===== config.mk =====
export PLATFORM = sky130hd
export DESIGN_NAME = lhcf_top
export DESIGN_NICKNAME = d
export VERILOG_FILES = /design/src/verilog/lhcf_pkg.sv /design/src/verilog/lhcf_sync.sv /design/src/verilog/lhcf_counter.sv /design/src/verilog/lhcf_top.sv
export SDC_FILE = /design/constraint.sdc
export NUM_CORES = 1
export LEC_CHECK = 0
export BUFFER_PORTS_ARGS = -buffer_cell sky130_fd_sc_hd__buf_2
export CORE_AREA = 2 2 83 69
export CTS_CLUSTER_DIAMETER = 200
export DETAILED_ROUTE_END_ITERATION = 12
export DIE_AREA = 0 0 85 71
export PLACE_DENSITY_LB_ADDON = 0.08
export SYNTH_ARGS = -nofsm -noshare
export SYNTH_HDL_FRONTEND = slang
export SYNTH_HIERARCHICAL = 1
export SYNTH_SLANG_ARGS = --single-unit

===== constraint.sdc =====
create_clock -name clock -period 1.8 [get_ports clock]
set_input_delay 0.27 -clock clock [delete_from_list [all_inputs] [get_ports clock]]
set_output_delay 0.27 -clock clock [all_outputs]
set_load 0.05 [all_outputs]

===== src/verilog/lhcf_pkg.sv =====
// Package for the limp-home clock failover block.
// Assumes a single 25 MHz clock domain; no other dependencies.
package lhcf_pkg;
	localparam int LHCF_CNT_W = 13;
	localparam logic [12:0] LHCF_MID_CNT = 13'h1000;
	localparam logic [12:0] LHCF_LAST_CNT = 13'h1fff;
	localparam int LHCF_PERIOD = 8192;
	localparam int LHCF_CLK_MHZ = 25;
	localparam int LHCF_DIV = 1;
	localparam int LHCF_SYNC_W = 2;
	typedef enum logic [1:0] {
		LHCF_POR,
		LHCF_NORMAL,
		LHCF_LIMP,
		LHCF_CM_RESET
	} lhcf_state_e;
endpackage


===== src/verilog/lhcf_sync.sv =====
// Two-flop synchroniser for a level from outside the clock domain.
// Assumes clock and asynchronous active-high reset.
`timescale 1ns/10ps
module lhcf_sync #(
	parameter int WIDTH = 1
) (
	// Clock and reset
	input wire logic clock,
	input wire logic sys_rst,
	// Data
	input wire logic [WIDTH-1:0] din,
	output logic [WIDTH-1:0] dout
);
	logic [WIDTH-1:0] meta_q;

	always_ff @(posedge clock or posedge sys_rst) begin
		if (sys_rst) begin
			meta_q <= '0;
			dout <= '0;
		end else begin
			meta_q <= din;
			dout <= meta_q;
		end
	end
endmodule


===== src/verilog/lhcf_counter.sv =====
// Free-running 13-stage counter with a mid-count pulse.
// Assumes a one-cycle advance enable from the slow-clock divider.
`timescale 1ns/10ps
module lhcf_counter
	import lhcf_pkg::*;
(
	// Clock and reset
	input wire logic clock,
	input wire logic sys_rst,
	// Control
	input wire logic tick,
	input wire logic clear,
	// Status
	output logic [LHCF_CNT_W-1:0] count,
	output logic mid_pulse
);
	wire [LHCF_CNT_W-1:0] next_count;

	assign next_count = count + 13'h0001;

	always_ff @(posedge clock or posedge sys_rst) begin
		if (sys_rst) begin
			count <= '0;
			mid_pulse <= 1'b0;
		end else begin
			mid_pulse <= tick && !clear && (next_count == LHCF_MID_CNT);
			if (clear) begin
				count <= '0;
			end else if (tick) begin
				count <= next_count;
			end
		end
	end
endmodule


===== src/verilog/lhcf_top.sv =====
// Limp-home clock failover control: monitor polling, limp-home entry
// and exit, forced clock controls, flags, and power-on reset sequencing.
// Assumes clock_monitor_ok comes from the monitor on another clock,
// and that software bits are stable levels on this clock.
`timescale 1ns/10ps
module lhcf_top
	import lhcf_pkg::*;
#(
	parameter int SLOW_DIV = LHCF_DIV
) (
	// Clock and reset
	input wire logic clock,
	input wire logic sys_rst,
	// External clock monitor and supply (asynchronous)
	input wire logic clock_monitor_ok,
	input wire logic pll_supply,
	input wire logic normal_mode,
	// PLL lock detector
	input wire logic pll_in_lock_window,
	// Software control bits
	input wire logic limp_home_disable,
	input wire logic clk_monitor_enable,
	input wire logic forced_clk_monitor_enable,
	input wire logic limp_home_irq_enable,
	input wire logic limp_home_irq_clear,
	input wire logic sw_bus_clk_from_pll,
	input wire logic sw_module_clk_select,
	input wire logic sw_pll_power_on,
	input wire logic auto_bandwidth,
	// Clock controls
	output logic pll_power_on,
	output logic bus_clk_from_pll,
	output logic module_clk_select,
	output logic clocks_forced_min,
	output logic monitor_active,
	output logic pll_ramp_relock,
	output logic pll_tracking,
	// Status and reset
	output logic limp_home_active_flag,
	output logic limp_home_irq_flag,
	output logic limp_home_irq,
	output logic internal_reset,
	output logic clk_monitor_reset,
	output logic reset_defaults
);
	lhcf_state_e state_q, state_d;
	logic [1:0] async_s;
	logic [15:0] div_q;
	logic tick;
	logic [LHCF_CNT_W-1:0] count;
	logic mid_pulse;
	logic limp_q, limp_d;
	logic limp_home_irq_flag_q;
	logic saved_bus_clk_from_pll_q, saved_mcs_q, saved_auto_q;
	logic cm_latch_q;
	logic por_limp_ok_q;

	wire ext_clk_ok;
	wire supply_ok;
	wire mon_enabled;
	wire loss_event;
	wire in_reset;
	wire leave_limp;
	wire enter_limp;
	wire cnt_clear;
	wire limp_change;

	lhcf_sync #(.WIDTH(2)) u_sync (
		.clock(clock),
		.sys_rst(sys_rst),
		.din({clock_monitor_ok, pll_supply}),
		.dout(async_s)
	);

	lhcf_counter u_cnt (
		.clock(clock),
		.sys_rst(sys_rst),
		.tick(tick),
		.clear(cnt_clear),
		.count(count),
		.mid_pulse(mid_pulse)
	);

	// Slow-clock divider
	always_ff @(posedge clock or posedge sys_rst) begin
		if (sys_rst) begin
			div_q <= '0;
		end else if (tick) begin
			div_q <= '0;
		end else begin
			div_q <= div_q + 16'h0001;
		end
	end
	assign tick = (div_q == 16'(SLOW_DIV - 1));

	// Decoding
	assign ext_clk_ok = async_s[1];
	assign supply_ok = async_s[0];
	assign mon_enabled = clk_monitor_enable || forced_clk_monitor_enable;
	assign loss_event = (state_q == LHCF_NORMAL) && mon_enabled && !ext_clk_ok;
	assign in_reset = (state_q == LHCF_POR) || (state_q == LHCF_CM_RESET);
	// Exit check only at mid-count
	assign leave_limp = limp_q && mid_pulse && ext_clk_ok;
	assign enter_limp = loss_event && !limp_home_disable && supply_ok;
	assign cnt_clear = (state_q == LHCF_POR) && mid_pulse && !limp_q;
	assign limp_change = limp_d != limp_q;

	// State sequencing
	always_comb begin
		state_d = state_q;
		unique case (state_q)
			LHCF_POR: begin
				if (mid_pulse) begin
					if (limp_d) begin
						state_d = LHCF_LIMP;
					end else if (supply_ok || ext_clk_ok) begin
						state_d = LHCF_NORMAL;
					end
				end
			end
			LHCF_NORMAL: begin
				if (loss_event && (limp_home_disable || !supply_ok)) begin
					state_d = LHCF_CM_RESET;
				end
			end
			LHCF_LIMP: begin
				if (leave_limp) begin
					state_d = LHCF_NORMAL;
				end
			end
			LHCF_CM_RESET: begin
				if (ext_clk_ok) begin
					state_d = LHCF_NORMAL;
				end
			end
		endcase
		if (state_q == LHCF_NORMAL && enter_limp) begin
			state_d = LHCF_LIMP;
		end
	end

	// Limp-home condition
	always_comb begin
		limp_d = limp_q;
		if (state_q == LHCF_POR) begin
			limp_d = supply_ok && por_limp_ok_q && !ext_clk_ok;
		end else if (enter_limp) begin
			limp_d = 1'b1;
		end else if (leave_limp) begin
			limp_d = 1'b0;
		end
	end

	always_ff @(posedge clock or posedge sys_rst) begin
		if (sys_rst) begin
			state_q <= LHCF_POR;
			limp_q <= 1'b0;
			por_limp_ok_q <= 1'b0;
		end else begin
			state_q <= state_d;
			limp_q <= limp_d;
			por_limp_ok_q <= normal_mode;
		end
	end

	// Clock-monitor reset latch
	always_ff @(posedge clock or posedge sys_rst) begin
		if (sys_rst) begin
			cm_latch_q <= 1'b0;
		end else if (state_d == LHCF_CM_RESET) begin
			cm_latch_q <= 1'b1;
		end else if (state_q == LHCF_CM_RESET) begin
			cm_latch_q <= 1'b0;
		end
	end

	// Saved selects before the loss; bus-clock select also tracks software in limp-home
	always_ff @(posedge clock or posedge sys_rst) begin
		if (sys_rst) begin
			saved_bus_clk_from_pll_q <= 1'b0;
			saved_mcs_q <= 1'b0;
			saved_auto_q <= 1'b0;
		end else if (!limp_q) begin
			saved_bus_clk_from_pll_q <= sw_bus_clk_from_pll;
			saved_mcs_q <= sw_module_clk_select;
			saved_auto_q <= auto_bandwidth;
		end else begin
			saved_bus_clk_from_pll_q <= sw_bus_clk_from_pll;
		end
	end

	// Interrupt flag, set wins over clear
	always_ff @(posedge clock or posedge sys_rst) begin
		if (sys_rst) begin
			limp_home_irq_flag_q <= 1'b0;
		end else if (limp_change) begin
			limp_home_irq_flag_q <= 1'b1;
		end else if (limp_home_irq_clear) begin
			limp_home_irq_flag_q <= 1'b0;
		end
	end

	// Registered outputs
	always_ff @(posedge clock or posedge sys_rst) begin
		if (sys_rst) begin
			pll_power_on <= 1'b1;
			bus_clk_from_pll <= 1'b0;
			module_clk_select <= 1'b0;
			clocks_forced_min <= 1'b0;
			monitor_active <= 1'b1;
			pll_ramp_relock <= 1'b0;
			pll_tracking <= 1'b0;
			limp_home_active_flag <= 1'b0;
			limp_home_irq_flag <= 1'b0;
			limp_home_irq <= 1'b0;
			internal_reset <= 1'b1;
			clk_monitor_reset <= 1'b0;
			reset_defaults <= 1'b1;
		end else begin
			pll_power_on <= limp_d || sw_pll_power_on;
			bus_clk_from_pll <= limp_d ? 1'b1 : (limp_q ? saved_bus_clk_from_pll_q : sw_bus_clk_from_pll);
			module_clk_select <= limp_d ? 1'b0 : (limp_q ? saved_mcs_q : sw_module_clk_select);
			clocks_forced_min <= limp_d;
			monitor_active <= limp_d || mon_enabled;
			pll_ramp_relock <= leave_limp && saved_auto_q && saved_bus_clk_from_pll_q;
			pll_tracking <= auto_bandwidth ? pll_in_lock_window : 1'b0;
			limp_home_active_flag <= limp_d;
			limp_home_irq_flag <= limp_change || (limp_home_irq_flag_q && !limp_home_irq_clear);
			limp_home_irq <= (limp_change || (limp_home_irq_flag_q && !limp_home_irq_clear))
				&& limp_home_irq_enable;
			internal_reset <= (state_d == LHCF_POR) || (state_d == LHCF_CM_RESET);
			clk_monitor_reset <= cm_latch_q || (state_d == LHCF_CM_RESET);
			reset_defaults <= in_reset && supply_ok;
		end
	end
endmodule


## Word level (Yosys, flattened, before mapping)

Cells that the tools add are included.

- Flip-flop bits (word level): 54
- Bits of input ports: 15
- Output and inout bits: 13

- Add/subtract/negate cells: 2
- Equality and inequality tests: 6
- Multiplexer cells: 23
- Reductions and logical operators: 40

Operators by type and width:

| cell | count |
|---|---|
| $mux W13 | 2 |
| $logic_and A1 B1 Y1 | 19 |
| $add A16 B1 Y16 const B | 1 |
| $logic_not A16 Y1 | 1 |
| $mux W16 | 1 |
| $mux W2 | 7 |
| $add A13 B1 Y13 const B | 1 |
| $eq A13 B13 Y1 const B | 1 |
| $mux W1 | 12 |
| $logic_or A1 B1 Y1 | 9 |
| $pmux W2 S4 | 1 |
| $eq A2 B2 Y1 const B | 3 |
| $logic_not A1 Y1 | 6 |
| $reduce_bool A2 Y1 | 3 |
| $logic_not A2 Y1 | 2 |
| $eq A2 B1 Y1 const B | 1 |
| $ne A1 B1 Y1 | 1 |

## Longest topological paths before layout

- Depth in word-level cells: 13
- Mapped depth: 9
- Mapped depth without buffers: 8

## Modules after synthesis

Netlist, hierarchy kept.

By module, submodules not included:

| module | times used | cells each | area each (um^2) |
|---|---|---|---|
| lhcf_top | 1 | 154 | 1684.1 |
| lhcf_counter | 1 | 90 | 920.9 |
| lhcf_sync | 1 | 5 | 103.8 |

## Worst setup path before layout

No wires, ideal clock.

- Kind: register to register
- From: register state_q[1]
- To: register clk_monitor_reset
- Arrival: 1870 ps
- Required time: 1673 ps
- Path slack: -198 ps
- Stages on the path, launching flop included: 9
- Cells stage by stage: dfrtp_1 > inv_1 > ha_1 > clkbuf_1 > o21ai_0 > a311oi_1 > nor4_1 > ha_1 > or2_2

- Cells in the longest elaborated chain, start to end: 13
- Elaborated cells between the ends (all ways): 22
- Classes of those cells: eq/ne: 4; mux: 10; reduce/logical: 8

Ends and longest elaborated chain:

| what | RTL line | text |
|---|---|---|
| start, declared | lhcf_top.sv:46 | `lhcf_state_e state_q, state_d;` |
| start signal, assigned | lhcf_top.sv:160 | `state_q <= state_d;` |
| $eq A2 B1 Y1 | lhcf_top.sv:100, lhcf_top.sv:111, lhcf_top.sv:137 |  |
| $logic_and A1 B1 Y1 (2 in series) | lhcf_top.sv:100 | `assign loss_event = (state_q == LHCF_NORMAL) && mon_enabled && !ext_clk_ok;` |
| $logic_and A1 B1 Y1 (2 in series) | lhcf_top.sv:104 | `assign enter_limp = loss_event && !limp_home_disable && supply_ok;` |
| $mux W1 | lhcf_top.sv:147 | `end else if (enter_limp) begin` |
| $mux W1 | lhcf_top.sv:145 | `if (state_q == LHCF_POR) begin` |
| $mux W2 | lhcf_top.sv:114 | `if (limp_d) begin` |
| $mux W2 | lhcf_top.sv:113 | `if (mid_pulse) begin` |
| $pmux W2 S4 | lhcf_top.sv:111 | `unique case (state_q)` |
| $mux W2 (*) | lhcf_top.sv:137 | `if (state_q == LHCF_NORMAL && enter_limp) begin` |
| named net state_d[0] | lhcf_top.sv:46 |  |
| $eq A2 B2 Y1 (*) | lhcf_top.sv:232 | `clk_monitor_reset <= cm_latch_q \|\| (state_d == LHCF_CM_RESET);` |
| $logic_or A1 B1 Y1 (*) | lhcf_top.sv:232 |  |
| end signal, assigned | lhcf_top.sv:232 |  |
| end, declared | lhcf_top.sv:43 | `output logic clk_monitor_reset,` |

The timed path passes the listed nets; every way through them passes the cells marked *.
A chain may end at the register's enable or synchronous reset.

## Worst setup path after layout

- From: register state_q[0]
- To: register internal_reset

- Cells in the longest elaborated chain, start to end: 13
- Elaborated cells between the ends (all ways): 23
- Classes of those cells: eq/ne: 4; mux: 10; reduce/logical: 9

Ends and longest elaborated chain:

| what | RTL line | text |
|---|---|---|
| $eq A2 B1 Y1 | lhcf_top.sv:100, lhcf_top.sv:111, lhcf_top.sv:137 |  |
| $logic_and A1 B1 Y1 (2 in series) | lhcf_top.sv:100 |  |
| $logic_and A1 B1 Y1 (2 in series) | lhcf_top.sv:104 |  |
| $mux W1 | lhcf_top.sv:147 |  |
| $mux W1 | lhcf_top.sv:145 |  |
| $mux W2 | lhcf_top.sv:114 |  |
| $mux W2 | lhcf_top.sv:113 |  |
| $pmux W2 S4 | lhcf_top.sv:111 |  |
| $mux W2 (*) | lhcf_top.sv:137 |  |
| named net state_d[1] | lhcf_top.sv:46 |  |
| $eq A2 B2 Y1 or $logic_not A2 Y1 (tied branches) | lhcf_top.sv:231 | `internal_reset <= (state_d == LHCF_POR) \|\| (state_d == LHCF_CM_RESET);` |
| $logic_or A1 B1 Y1 (*) | lhcf_top.sv:231 |  |
| end signal, assigned | lhcf_top.sv:231 |  |
| end, declared | lhcf_top.sv:42 | `output logic internal_reset,` |

Marks and branches as above.

==> out/metrics.yaml <==
power_switching_mw: 1.26
finalPower_mw: 3.38
fin_ws_ns: -0.0394
muxShareOfSynthArea_pct: 1.20
critical_path_buf_inv_count: 2
p_comb_share_pct: 35.9
rows: 24
post_drt_wl_per_cell_um: 14.1
antennaDiodeCount: 0
yosysUniqueCellTypes: 55
hp-class: "in2reg"
fp.dieW_um: 85
yosysWarningCount: 6
rsz0062_at_grt: "yes"
final_common_cell: "dfrtp_1"
slew_violations: 0
start_kind: "flop"
root_buffer: "clkbuf_8"
clock_latency_ns: 0.31
final_cell_mix: "dfrtp_1, buf_4, buf_2"
syn_area_per_cell_um2: 10.9
grt_pass1_vias: 1834
via_per_inst: 5.29
synth_async_sr_flop_share_pct: 100
antenna_found_initial: 0
cp-end-kind: "flop"
ir_worst_vdd_mv: 1.03
cpPeakStageDelay_ns: 0.47
clkPwrFrac_pct: 21.2
place.gp.congestion: 0.761
final_area_um2: 3410
fillers: 431
area_growth_syn_to_layout_pct: 25.8
crit_chain: "inv_2 -> ha_1 -> o21bai_1 -> a21oi_1 -> o311ai_1 -> ha_2 -> inv_1"
grt_max_degree: 28
ant_nets: 0
numCtsBuffers: 5
finalSetupViolations: 2
final.setup.tns_ns: -0.0539
swShare_pct: 37.3
netlist_instances: 249
synth_edf_count: 0
synthXorXnorAreaFrac_pct: 9.33
grt_usage_pct: 18.1
placed_area_um2: 3090
portBuffers: 27
dr.pass1.iters: 4
fmax_ghz: 0.544
status: "complete, but fails checks"
initial_core_util_pct: 51.5
synth-compound-area-share_pct: 9.19
dp_cells: 357
io-pin-count: 28
first_iter_violations: 74
vias: 1982
cts_tree: "done"
path_class: "reg2reg"
fin_crit_ns: 1.84
path_clk_slew_ns: 0.10
synth_fa_ha_area_share_pct: 4.16
synth_top_family_by_area: "simple AND/OR/NAND/NOR gates"
dieArea_um2: 6040
cp_top_family: "compound AO/OA/AOI/OAI gates"
synth-simple-area-share_pct: 22.3
drt_wl_total_mm: 5.28
hold_violations: 0
tightestPinTransition_ns: 0.556
synth_ff_type: "dfrtp_1"
multi_input_area_um2: 1400
htree_levels: 2
drv_cap: 0
slew_headroom_pct: 62.9
coreArea_um2: 5260
synth_area_um2: 2710
overflow: 0
cp.required_ns: 2.06
final_layout_size_suffix_gt1_share_pct: 39.7
clkSinkCount: 54
p_int_mw: 2.12
power_density_nw_per_um2: 992
clock-skew-final_ns: 0.00826
regArea_um2: 1360
cpMaxStageDelayCell: "dfrtp_2"
final.period_utilization_pct: 102
syn_nets: 273
drc: 0
violations: "negative setup slack"
ys_seq_area_share_pct: 50.1
layout.cells.non_filler: 375
cts.path.max_buffers: 2
cp_max_fo: 4
ys_ff_latch: 54
power_frac_seq_pct: 42.9
arrival_ns: 2.10
nets: 333
fp.dieH_um: 71
p_leak_nw: 1.56
grt_pass1_wl_mm: 8.62
dpl.hpwl_mm: 3.69
[final timing paths]
check | from | to | slack, ns | depth (start not counted)
worst max-delay path | state_q[0] | internal_reset | -0.04 | 7
max in group asynchronous | sys_rst | internal_reset | 0.72 | 4
worst min-delay path | normal_mode | por_limp_ok_q | 0.06 | 1
worst max register to register | state_q[0] | internal_reset | -0.04 | 7
min in group asynchronous | sys_rst | u_sync/dout[1] | 0.40 | 3
worst min register to register | u_sync/meta_q[1] | u_sync/dout[1] | 0.36 | 0
[flip-flops by register name, summed over array words and instances (netlist names)]
name                      cells
clk_monitor_reset             1
cm_latch_q                    1
u_sync/meta_q                 2
por_limp_ok_q                 1
limp_home_irq_flag_q          1
state_q                       2
saved_mcs_q                   1
limp_home_active_flag         1
module_clk_select             1
pll_tracking                  1
u_cnt/count                  13
saved_bus_clk_from_pll_q      1
reset_defaults                1
limp_home_irq                 1
pll_power_on                  1
limp_home_irq_flag            1
internal_reset                1
saved_auto_q                  1
u_cnt/mid_pulse               1
div_q                        16
monitor_active                1
u_sync/dout                   2
pll_ramp_relock               1
bus_clk_from_pll              1
[Yosys cell counts, drive strengths merged (7+ instances only)]
master,instances,area [um2]
and3,7,51.3
dfrtp,50,1250
ha,9,113
inv,13,48.8
nand2,12,45.0
nand3,16,85.1
nand4,8,86.3
nor2,24,90.1
nor4,7,50.1
o21ai,7,35.0
xnor2,14,130
xor2,14,123
[power groups by stage]
stage,combinational [mW],clock (mW),sequential [mW]
3_3_place_gp,1.02,0,1.47
3_5_place_dp,1.04,0,1.47
6_report,1.21,0.716,1.45
5_1_grt,1.32,0.798,1.47
2_1_floorplan,0.502,0,1.79
4_1_cts,1.08,0.747,1.45
[logic make-up (layout without fill, tap and decap cells)]
family,count (synthesis),count (layout)
xor gates and xnor gates,28,28
buffers and inverters,21,82
muxes,3,3
adders and majority gates,9,9
and+or+nand+nor,102,102
DFF,54,54
AOI/OAI and AO/OA,32,32
[stage by stage]
stage	setup slack, ns	hold slack (ns)	utilization [%]
2_1_floorplan	0.00538	0.0361	-
3_3_place_gp	-0.0621	0.191	58.8
3_5_place_dp	-0.0766	0.192	58.8
4_1_cts	-0.00435	0.0459	61.6
5_1_grt	-0.129	0.0344	64.8
6_report	-0.0394	0.0585	64.8
[per-layer routing]
metal / wire [um] / share of wire [%] / vias to the layer above / track usage [%]
li1: - / - / 989 / -
met5: 0 / 0 / - / 0
met3: 143 / 2.7 / 4 / 4.20
met2: 2480 / 47 / 22 / 28.6
met4: 31 / 0.59 / 0 / 4.23
met1: 2620 / 50 / 967 / 25.4
[what timing repair did]
item                                    CTS  global route
endpoints found under the setup margin   12            16
endpoints found under the hold margin    13             0
buffers inserted                          2             7
hold buffers                              1             0
gates resized for setup                   7            26
pin swaps                                 2            18
[layout make-up]
cell class,count,share of cell area (%)
multi-input combinational,174,41.1
sequential,54,39.9
clock inverter,3,0.845
clock buffer,5,2.02
timing repair buffer,61,12.4
inverter,13,1.43
tap,65,2.39
No activity file was read; power rests on OpenSTA's default activity.
